`src/common/rxso_pkg.sv`:
```
package rxso_pkg;
  localparam int CLK_HZ = 100_000_000;
  localparam int NUM_CH_DEF = 22;
  localparam int PAD_SLOTS = 7;
  localparam int FRAME_LEN = NUM_CH_DEF + PAD_SLOTS;
  localparam int SLOT_W = 5;
  localparam int T1_HZ = 1_544_000;
  localparam int E1_HZ = 2_048_000;
  localparam int REF_SLOW_HZ = 8_000;
  localparam int REF_FAST_HZ = 2_048_000;
  localparam int ACC_W = 32;
  localparam logic [ACC_W-1:0] INC_T1 = ACC_W'({32'(T1_HZ), 32'h0} / CLK_HZ);
  localparam logic [ACC_W-1:0] INC_E1 = ACC_W'({32'(E1_HZ), 32'h0} / CLK_HZ);
  localparam logic [ACC_W-1:0] INC_REF_SLOW = ACC_W'({32'(REF_SLOW_HZ), 32'h0} / CLK_HZ);
  localparam logic [ACC_W-1:0] INC_REF_FAST = ACC_W'({32'(REF_FAST_HZ), 32'h0} / CLK_HZ);
  localparam int ADDR_W = 8;
  localparam int DATA_W = 32;
  localparam int IDX_W = 6;
  localparam logic [IDX_W-1:0] REG_GLOBAL = 6'h00;
  localparam logic [IDX_W-1:0] REG_STATUS = 6'h01;
  localparam logic [IDX_W-1:0] REG_CFG_BASE = 6'h02;
  localparam int GB_REF_EN = 0;
  localparam int GB_REF_FAST = 1;
  localparam int GB_E1 = 2;
  localparam int GB_W = 3;
  localparam logic [GB_W-1:0] GLOBAL_RST = 3'h0;
  localparam int C0_FMT_LSB = 0;
  localparam int C0_FMT_MSB = 1;
  localparam int C0_PWRDN = 5;
  localparam int C0_FLOAT = 6;
  localparam int C0_HOLD = 7;
  localparam int C1_INV = 3;
  localparam int C1_EDGE = 4;
  localparam int C1_SEL_LSB = 5;
  localparam int C1_SEL_MSB = 7;
  localparam logic [7:0] CFG_RST = 8'h00;
  typedef enum logic [1:0] {FMT_SR, FMT_DNRZ, FMT_DRZ, FMT_SLICED} rxso_fmt_t;
  typedef enum logic [2:0] {
    IND_PATTERN, IND_AIS, IND_EXZ, IND_BPV, IND_EXZ_BPV, IND_LOS, IND_CLOCK, IND_SLICED_XOR
  } rxso_ind_t;
  typedef struct packed {
    logic rclk;
    logic dec;
    logic pos;
    logic neg;
    logic spos;
    logic sneg;
    logic los;
    logic patt;
    logic ais;
    logic exz;
    logic bpv;
  } rxso_line_t;
endpackage : rxso_pkg

```
`src/verilog/rxso_rx_sys_out.sv`:
```
`timescale 1ns/1ns
`default_nettype none
module rxso_rx_sys_out
  import rxso_pkg::*;
#(
  parameter int NUM_CH = NUM_CH_DEF
) (
  input wire logic clk_i,
  input wire logic reset_i,
  input wire logic ce_i,
  input wire logic [ADDR_W-1:0] avs_address,
  input wire logic avs_read,
  input wire logic avs_write,
  input wire logic [DATA_W-1:0] avs_writedata,
  output logic [DATA_W-1:0] avs_readdata,
  output logic avs_waitrequest,
  input wire rxso_line_t [NUM_CH-1:0] line_i,
  output logic [NUM_CH-1:0] rx_positive_rail_o,
  output logic [NUM_CH-1:0] rx_positive_rail_oe_o,
  output logic [NUM_CH-1:0] rx_negative_rail_o,
  output logic [NUM_CH-1:0] rx_negative_rail_oe_o,
  output logic [NUM_CH-1:0] rx_recovered_clock_o,
  output logic [NUM_CH-1:0] rx_recovered_clock_oe_o,
  output logic reference_clock_out_o,
  output logic line_loss_serial_o,
  output logic line_loss_serial_oe_o,
  output logic channel_zero_marker_o,
  output logic channel_zero_marker_oe_o
);
  localparam int LW = $bits(rxso_line_t);

  // Three-stage capture; a change counts once stages two and three agree
  logic [NUM_CH*LW-1:0] s1, s2, s3, st;
  always_ff @(posedge clk_i) begin
    if (reset_i) begin
      s1 <= '0;
      s2 <= '0;
      s3 <= '0;
      st <= '0;
    end else if (ce_i) begin
      s1 <= line_i;
      s2 <= s1;
      s3 <= s2;
      st <= (s2 & ~(s2 ^ s3)) | (st & (s2 ^ s3));
    end
  end
  rxso_line_t [NUM_CH-1:0] line_q;
  assign line_q = st;

  // Register file
  logic [GB_W-1:0] glob;
  logic [7:0] cfg0 [NUM_CH];
  logic [7:0] cfg1 [NUM_CH];
  logic [NUM_CH-1:0] los_vec;
  logic ack;
  logic [IDX_W-1:0] idx;
  logic in_cfg;
  logic [IDX_W-1:0] cfg_off;
  logic [DATA_W-1:0] next_rdata;
  assign idx = avs_address[ADDR_W-1:2];
  assign cfg_off = idx - REG_CFG_BASE;
  assign in_cfg = (idx >= REG_CFG_BASE) && (cfg_off < IDX_W'(2 * NUM_CH));
  assign avs_waitrequest = (avs_read | avs_write) & ~ack;

  always_ff @(posedge clk_i) begin
    if (reset_i) begin
      ack <= 1'b0;
    end else if (ce_i) begin
      ack <= (avs_read | avs_write) & ~ack;
    end
  end

  always_comb begin
    next_rdata = '0;
    if (idx == REG_GLOBAL) begin
      next_rdata[GB_W-1:0] = glob;
    end else if (idx == REG_STATUS) begin
      next_rdata[NUM_CH-1:0] = los_vec;
    end else if (in_cfg) begin
      next_rdata[7:0] = cfg_off[0] ? cfg1[cfg_off[IDX_W-1:1]] : cfg0[cfg_off[IDX_W-1:1]];
    end
  end

  always_ff @(posedge clk_i) begin
    if (reset_i) begin
      avs_readdata <= '0;
    end else if (ce_i && avs_read && !ack) begin
      avs_readdata <= next_rdata;
    end
  end

  always_ff @(posedge clk_i) begin
    if (reset_i) begin
      glob <= GLOBAL_RST;
      for (int c = 0; c < NUM_CH; c++) begin
        cfg0[c] <= CFG_RST;
        cfg1[c] <= CFG_RST;
      end
    end else if (ce_i && avs_write && ack) begin
      if (idx == REG_GLOBAL) begin
        glob <= avs_writedata[GB_W-1:0];
      end else if (in_cfg) begin
        if (cfg_off[0]) begin
          cfg1[cfg_off[IDX_W-1:1]] <= avs_writedata[7:0];
        end else begin
          cfg0[cfg_off[IDX_W-1:1]] <= avs_writedata[7:0];
        end
      end
    end
  end

  // Fractional dividers; edges jitter by one master cycle, average rate slightly low as increments are truncated
  logic [ACC_W-1:0] loc_acc, ref_acc, next_ref_acc;
  logic local_clk, ref_q, ref_tick;
  always_ff @(posedge clk_i) begin
    if (reset_i) begin
      loc_acc <= '0;
    end else if (ce_i) begin
      loc_acc <= loc_acc + (glob[GB_E1] ? INC_E1 : INC_T1);
    end
  end
  assign local_clk = loc_acc[ACC_W-1];

  assign next_ref_acc = ref_acc + (glob[GB_REF_FAST] ? INC_REF_FAST : INC_REF_SLOW);
  assign ref_tick = glob[GB_REF_EN] & next_ref_acc[ACC_W-1] & ~ref_acc[ACC_W-1];
  always_ff @(posedge clk_i) begin
    if (reset_i) begin
      ref_acc <= '0;
    end else if (ce_i) begin
      ref_acc <= glob[GB_REF_EN] ? next_ref_acc : '0;
    end
  end

  // Serial loss stream; while enabled, the serial and marker pins move with the reference rising edge
  logic [SLOT_W-1:0] slot;
  always_ff @(posedge clk_i) begin
    if (reset_i) begin
      slot <= '0;
      ref_q <= 1'b0;
      line_loss_serial_o <= 1'b0;
      channel_zero_marker_o <= 1'b0;
    end else if (ce_i) begin
      // Follow the new phase so the pin rises on the same edge as the serial update
      ref_q <= next_ref_acc[ACC_W-1] & glob[GB_REF_EN];
      if (!glob[GB_REF_EN]) begin
        slot <= '0;
        line_loss_serial_o <= 1'b0;
        channel_zero_marker_o <= 1'b0;
      end else if (ref_tick) begin
        slot <= (slot == SLOT_W'(FRAME_LEN - 1)) ? '0 : slot + 1'b1;
        line_loss_serial_o <= (slot < SLOT_W'(NUM_CH)) ? los_vec[slot] : 1'b0;
        channel_zero_marker_o <= (slot == '0);
      end
    end
  end
  assign reference_clock_out_o = ref_q;
  assign line_loss_serial_oe_o = glob[GB_REF_EN];
  assign channel_zero_marker_oe_o = glob[GB_REF_EN];

  for (genvar c = 0; c < NUM_CH; c++) begin : g_ch
    rxso_fmt_t fmt;
    rxso_ind_t sel;
    logic clkl, prev, act, inv, pwrdn, rz_phase;
    logic pos_d, neg_d, ind_d, ind_now, ind_pin;
    assign los_vec[c] = line_q[c].los;
    assign fmt = rxso_fmt_t'(cfg0[c][C0_FMT_MSB:C0_FMT_LSB]);
    assign sel = rxso_ind_t'(cfg1[c][C1_SEL_MSB:C1_SEL_LSB]);
    assign inv = cfg1[c][C1_INV];
    assign pwrdn = cfg0[c][C0_PWRDN];
    assign clkl = line_q[c].rclk;
    assign act = cfg1[c][C1_EDGE] ? (prev & ~clkl) : (~prev & clkl);
    // RZ pulse fills the half period after the active edge
    assign rz_phase = cfg1[c][C1_EDGE] ? ~clkl : clkl;

    always_ff @(posedge clk_i) begin
      if (reset_i) begin
        prev <= 1'b0;
      end else if (ce_i) begin
        prev <= clkl;
      end
    end

    always_comb begin
      case (sel)
        IND_PATTERN: ind_now = line_q[c].patt;
        IND_AIS: ind_now = line_q[c].ais;
        IND_EXZ: ind_now = line_q[c].exz;
        IND_BPV: ind_now = line_q[c].bpv;
        IND_EXZ_BPV: ind_now = line_q[c].exz | line_q[c].bpv;
        IND_LOS: ind_now = line_q[c].los;
        IND_SLICED_XOR: ind_now = line_q[c].spos ^ line_q[c].sneg;
        default: ind_now = 1'b0;
      endcase
    end
    assign ind_pin = (sel == IND_CLOCK) ? clkl : ind_d;

    always_ff @(posedge clk_i) begin
      if (reset_i) begin
        pos_d <= 1'b0;
        neg_d <= 1'b0;
        ind_d <= 1'b0;
      end else if (ce_i && act) begin
        pos_d <= (fmt == FMT_SR) ? line_q[c].dec : line_q[c].pos;
        neg_d <= line_q[c].neg;
        ind_d <= ind_now;
      end
    end

    always_ff @(posedge clk_i) begin
      if (reset_i) begin
        rx_positive_rail_o[c] <= 1'b0;
        rx_negative_rail_o[c] <= 1'b0;
        rx_recovered_clock_o[c] <= 1'b0;
        rx_positive_rail_oe_o[c] <= 1'b0;
        rx_negative_rail_oe_o[c] <= 1'b0;
        rx_recovered_clock_oe_o[c] <= 1'b0;
      end else if (ce_i) begin
        rx_positive_rail_oe_o[c] <= ~(pwrdn & cfg0[c][C0_FLOAT]);
        rx_negative_rail_oe_o[c] <= ~(pwrdn & cfg0[c][C0_FLOAT]);
        rx_recovered_clock_oe_o[c] <= ~(pwrdn & cfg0[c][C0_FLOAT]);
        if (pwrdn) begin
          rx_positive_rail_o[c] <= 1'b0;
          rx_negative_rail_o[c] <= 1'b0;
          rx_recovered_clock_o[c] <= 1'b0;
        end else begin
          // Tip-positive pulses already arrive on pos, tip-negative on neg
          case (fmt)
            FMT_SR: begin
              rx_positive_rail_o[c] <= pos_d ^ inv;
              rx_negative_rail_o[c] <= ind_pin;
            end
            FMT_DNRZ: begin
              rx_positive_rail_o[c] <= pos_d ^ inv;
              rx_negative_rail_o[c] <= neg_d ^ inv;
            end
            FMT_DRZ: begin
              rx_positive_rail_o[c] <= (pos_d & rz_phase) ^ inv;
              rx_negative_rail_o[c] <= (neg_d & rz_phase) ^ inv;
            end
            default: begin
              rx_positive_rail_o[c] <= line_q[c].spos ^ inv;
              rx_negative_rail_o[c] <= line_q[c].sneg ^ inv;
            end
          endcase
          if (fmt == FMT_SLICED) begin
            rx_recovered_clock_o[c] <= ind_pin;
          end else if (line_q[c].los) begin
            rx_recovered_clock_o[c] <= cfg0[c][C0_HOLD] | local_clk;
          end else begin
            rx_recovered_clock_o[c] <= clkl;
          end
        end
      end
    end
  end

  // Checks, channel 0 stands for all channels
  logic ref_rise, marker_seen, ref_prev, marker_prev;
  logic [SLOT_W:0] rises;
  // Previous pin levels held in flops, so the edge helpers stay plain logic
  always_ff @(posedge clk_i) begin
    if (reset_i) begin
      ref_prev <= 1'b0;
      marker_prev <= 1'b0;
    end else if (ce_i) begin
      ref_prev <= reference_clock_out_o;
      marker_prev <= channel_zero_marker_o;
    end
  end
  assign ref_rise = reference_clock_out_o & ~ref_prev;
  always_ff @(posedge clk_i) begin
    if (reset_i || !glob[GB_REF_EN]) begin
      rises <= '0;
      marker_seen <= 1'b0;
    end else if (ce_i && channel_zero_marker_o && !marker_prev) begin
      rises <= (SLOT_W + 1)'(1);
      marker_seen <= 1'b1;
    end else if (ce_i && ref_rise) begin
      rises <= rises + 1'b1;
    end
  end
endmodule : rxso_rx_sys_out
`default_nettype wire
```
`config.mk`:
```
export PLATFORM = sky130hd
export DESIGN_NAME = rxso_rx_sys_out
export DESIGN_NICKNAME = d
export VERILOG_FILES = /design/src/common/rxso_pkg.sv /design/src/verilog/rxso_rx_sys_out.sv
export SDC_FILE = /design/constraint.sdc
export NUM_CORES = 2
export LEC_CHECK = 0
export ABC_AREA = 1
export BUFFER_PORTS_ARGS = -buffer_cell sky130_fd_sc_hd__clkbuf_2
export CORE_MARGIN = 2
export CORE_UTILIZATION = 25
export CTS_CLUSTER_SIZE = 25
export DETAILED_ROUTE_END_ITERATION = 8
export GPL_ROUTABILITY_DRIVEN = 0
export PLACE_DENSITY_LB_ADDON = 0.2
export SETUP_SLACK_MARGIN = 0.2
export SYNTH_ARGS = -nofsm -noshare
export SYNTH_HDL_FRONTEND = slang
export SYNTH_SLANG_ARGS = --single-unit
```
`constraint.sdc`:
```
create_clock -name clk_i -period 4 [get_ports clk_i]
set_clock_uncertainty 0.15 [all_clocks]
set_input_delay 0.8 -clock clk_i [delete_from_list [all_inputs] [get_ports clk_i]]
set_output_delay 0.8 -clock clk_i [all_outputs]
set_load 0.01 [all_outputs]
```
### Yosys cells after proc, flatten, opt, wreduce, memory -nomap -nowiden

Memory sizes are Yosys's and may differ from the RTL's.
Cells that the tools add are included.

* register bits: 1242
* RAM bits: 352
* input port bits: 287
* output and inout port bits: 170
* word-level logic and storage cells: 1210
* memories kept: 2

Memory list
* cfg0: words 22, bits a word 8, rd ports 23, clocked after Yosys merged registers in 0, write ports 22, RTL line rxso_rx_sys_out.sv:52 `logic [7:0] cfg0 [NUM_CH];`
* cfg1: words 22, bits a word 8, rd ports 23, clocked after Yosys merged registers in 0, write ports 22, RTL line rxso_rx_sys_out.sv:53 `logic [7:0] cfg1 [NUM_CH];`

* add/subtract/negate cells: 4
* magnitude comparators: 4
* equal/unequal tests: 223
* multiplexer cells: 303
* bitwise gates (word level): 385
* reduce and logical (&&, ||, !) cells: 100

Operators with widths (number)
* $and 242x242->242: 2
* $eq 3x3->1 const B: 88
* $not 242->242: 1
* $or 242x242->242: 1
* $xor 242x242->242: 1
* $mux 1: 220
* $pmux 1 s7: 22
* $xor 1x1->1: 154
* $eq 3x2->1 const B: 44
* $and 1x1->1: 113
* $eq 2x2->1 const B: 44
* $not 1->1: 68
* $eq 3x1->1 const B: 22
* $logic_not 3->1: 22
* $pmux 1 s3: 22
* $add 32x27->32: 2
* $mux 27: 2
* $or 1x1->1: 45
* $eq 2x1->1 const B: 22
* $logic_not 2->1: 22
* $pmux 1 s2: 22
* $reduce_or 2->1: 22
* $mux 8: 5
* $mux 32: 1
* 20 further kinds: 52

### Depth between registers and ports, before layout

* word-level depth: 10
* mapped depth: 18
* gate-level depth less buffers: 15

### Worst setup path before layout

OpenSTA, ideal clock, no wires.

* path type: input port to flip-flop
* start: input port avs_address[3]
* end: memory cfg0[22][0] (enable)
* setup time: 0.383 ns
* arrival time: 3.487 ns
* data required time: 3.467 ns
* path slack: -0.020 ns
* stages on the path: 15
* buffers on the path: 3
* path through: inv_2 > clkbuf_1 > clkbuf_1 > ha_1 > nand3_1 > nand2_1 > inv_2 > nand3_2 > o22ai_1 > nor2_4 > inv_2 > nor2_8 > buf_8 > inv_1 > nor3_1

RTL lines
* from (decl): RTL line rxso_rx_sys_out.sv:11 `input wire logic [ADDR_W-1:0] avs_address,`
* to (decl): RTL line rxso_rx_sys_out.sv:52

### Final worst setup path

* start: register glob[1]
* end: register slot[1]

* cells in the longest elaborated chain, start to end: 6

Ends and longest elaborated chain
* from (decl): RTL line rxso_rx_sys_out.sv:51 `logic [GB_W-1:0] glob;`
* from (signal assigned): RTL line rxso_rx_sys_out.sv:101 `glob <= avs_writedata[GB_W-1:0];`
* $mux 27: RTL line rxso_rx_sys_out.sv:124 `assign next_ref_acc = ref_acc + (glob[GB_REF_FAST] ? INC_REF_FAST : INC_REF_SLOW);`
* $add 32x27->32: RTL line rxso_rx_sys_out.sv:124
* $and 1x1->1 (2 in a row): RTL line rxso_rx_sys_out.sv:125 `assign ref_tick = glob[GB_REF_EN] & next_ref_acc[ACC_W-1] & ~ref_acc[ACC_W-1];`
* $ne 2x1->1 (no line)
* $reduce_and 2->1 (no line)
* to (signal assigned): RTL line rxso_rx_sys_out.sv:150 `slot <= (slot == SLOT_W'(FRAME_LEN - 1)) ? '0 : slot + 1'b1;`
* to (decl): RTL line rxso_rx_sys_out.sv:135 `logic [SLOT_W-1:0] slot;`

Every way passes these cells.
A chain may end at the register's enable or synchronous reset.

==> results_dict.tcl <==
set metrics [dict create \
    cpPeakStageDelay_ns 0.41 \
    hp-class "in2reg" \
    async_flop_share 0 \
    rsz0062_at_grt "no" \
    die_w_um 539 \
    std_cell_rows 196 \
    yosysSeqAreaShare 0.508 \
    final_cells 13300 \
    vias_per_cell 4.75 \
    drive_gt1_frac 0.0992 \
    path_cells "inv_1 > ha_1 > inv_1 > o21ai_0 > nor2_1 > o21ai_0 > inv_1 > nand2_1 > nand2_1 > nand2_1 > nand2_1 > nand2_1 > nand2_1 > nand2_1 > nor2_1" \
    syn_to_final_growth_pct 19.2 \
    cts-root-buf "clkbuf_16" \
    vias 63200 \
    dpl.hpwl_mm 170 \
    nNetsFinal 9795 \
    worst_skew_pair.late_latency_ns 0.88 \
    static-leakage-power_nw 32.7 \
    post-route-drc-count 0 \
    status "finished clean" \
    ios 457 \
    hold_viol_final 0 \
    htreeDepth 4 \
    end_kind "register" \
    synth.area.top_cells "dfxtp_1 (35%), edfxtp_1 (16%), o21ai_0 (10%)" \
    tightest_slew_ns 1.00 \
    critPathCapture "slot[1]$_SDFFE_PP0P_" \
    setup_viol 0 \
    grt_pass1_wl_mm 370 \
    worstPathMaxFanout 7 \
    tritoncts "done" \
    grt_max_degree 192 \
    clockBufferDepth 4 \
    ys_types 58 \
    die_area_mm2 0.290 \
    critPathKind "reg2reg" \
    rrSetupSlack_ns 0.94 \
    timing.final.crit_period_ns 3.06 \
    synth_seq_cells 1625 \
    core_area_mm2 0.285 \
    drt-total-wl_mm 245 \
    antenna_found_initial 28 \
    firstDrtPassIters 6 \
    crit_path_top_delay_cell "ha_1" \
    yosys.area.top_type_share 0.347 \
    startpoint "glob[1]$_SDFFE_PP0P_" \
    cts.hold.buffers_added 169 \
    portBuffers 420 \
    cts_buffers 191 \
    maxCapViolCount 0 \
    reg2reg_from "glob[1]$_SDFFE_PP0P_" \
    start_util 0.251 \
    slew_headroom 0.332 \
    rr_worst_depth 15 \
    critical_path_arrival_ns 3.60 \
    syn_area_mm2 0.0715 \
    ant_nets 0 \
    drv_slew 0 \
    cp-start-kind "register" \
    ir_drop_v 0.000314 \
    synth.most_common_cell "nor2_1" \
    synth_top_area_cell "dfxtp_1" \
    p_per_area_mw_per_mm2 460 \
    track_usage 0.163 \
    totalPowerFinal_w 0.0392 \
    cts_sinks 1625 \
    synth_common_cells "nor2_1 (1,531), o21ai_0 (1,470), nand2_1 (1,323)" \
    clk_pin_slew_ns 0.06 \
    post_cts_buffers 0 \
    avgSynthCellArea_um2 7.91 \
    cp_common_cell "nand2_1" \
    synthCells 9051 \
    die_h_um 539 \
    grt_pass1_vias 60300 \
    r2r_end "slot[1]$_SDFFE_PP0P_" \
    period_share 0.766 \
    dp.cells 12800 \
    yosys_warnings 0 \
    grt.overflow.total 0 \
    drt-initial-drc-count 4640 \
    crit_required_ns 4.54 \
    synth-main-ff-cell "dfxtp_1" \
    wl_per_cell_um 18.4 \
    synth_edf_count 384 \
    cts-resized-gates 0 \
    max_clock_freq_ghz 0.326 \
]
worst min path at each step:
stage	slack, ns	cells past startpoint	endpoint	start
6_report	0.05	3	s1[214]$_SDFFE_PP0P_	line_i[214]
5_1_grt	0.04	3	s1[108]$_SDFFE_PP0P_	line_i[108]
4_1_cts	0.0003	3	s1[235]$_SDFFE_PP0P_	line_i[235]
3_5_place_dp	0.30	2	register	s3[146]$_SDFFE_PP0P_
3_3_place_gp	0.29	2	register	s3[152]$_SDFFE_PP0P_
2_1_floorplan	0.29	2	register	s3[2]$_SDFFE_PP0P_
layout make-up:
class	instances	area, um^2
antenna	6	15.0
sequential	1625	36400
inverter	636	2410
tap	3762	4710
clock inverter	83	931
multi-input combinational	6221	30400
fill	30400	200000
clock buffer	264	5380
timing repair buffer	705	5090
power by group:
| group | internal (W) | total [W] | switching (W) |
|---|---|---|---|
| Clock | 0.0102 | 0.0176 | 0.00738 |
| Sequential | 0.0176 | 0.0181 | 0.000549 |
| Combinational | 0.00112 | 0.00354 | 0.00241 |
through the flow:
stage / setup TNS, ns / cell area (um^2) / setup WS (ns) / util / hold slack [ns]
after global routing: 0 / 85300 / 0.565 / 0.299 / 0.0442
final: 0 / 85300 / 0.937 / 0.299 / 0.0482
after floorplan: -0.321 / 71600 / -0.0201 / - / 0.290
after global placement: 0 / 77300 / 0.369 / 0.271 / 0.294
after CTS: 0 / 85300 / 0.936 / 0.299 / 0.000339
after detailed placement: 0 / 77300 / 0.313 / 0.271 / 0.298
cell usage in the layout, fill, tap and decap left out, types with 133 or more instances in the layout:
master         instances
inv_1                618
dlygate4sd3_1        169
a221oi_1             133
clkbuf_2             417
o21ai_0             1470
nor2_1              1530
edfxtp_1             384
nand2_1             1322
dfxtp_1             1240
nand3_1              346
clkbuf_16            192
a21oi_1              770
logic make-up after synthesis:
kind of cell / share of synthesized area
adders and majority gates: 0.0225
DFF: 0.508
xor gates and xnor gates: 0.00122
other: 0.0000524
buffers and inverters: 0.0682
and+or+nand+nor: 0.205
AOI/OAI and AO/OA: 0.195
per-layer routing:
metal | GRT usage | vias up | wire length, um
met5 | 0 | - | 8
met4 | 0.0417 | 2 | 5660
met3 | 0.0235 | 289 | 13600
met2 | 0.260 | 1596 | 110000
met1 | 0.228 | 30200 | 116000
li1 | - | 31100 | -
critical path: cells and delay by family, from the launching register on:
family,cells,cell delay (ns)
AO/OA/AOI/OAI,2,0.51
adder cells (fa/ha/maj),1,0.41
buffers and inverters,3,0.31
flip-flops,1,0.33
AND/OR/NAND/NOR,9,1.19
Note: power is estimated with default switching activity, not from simulation.
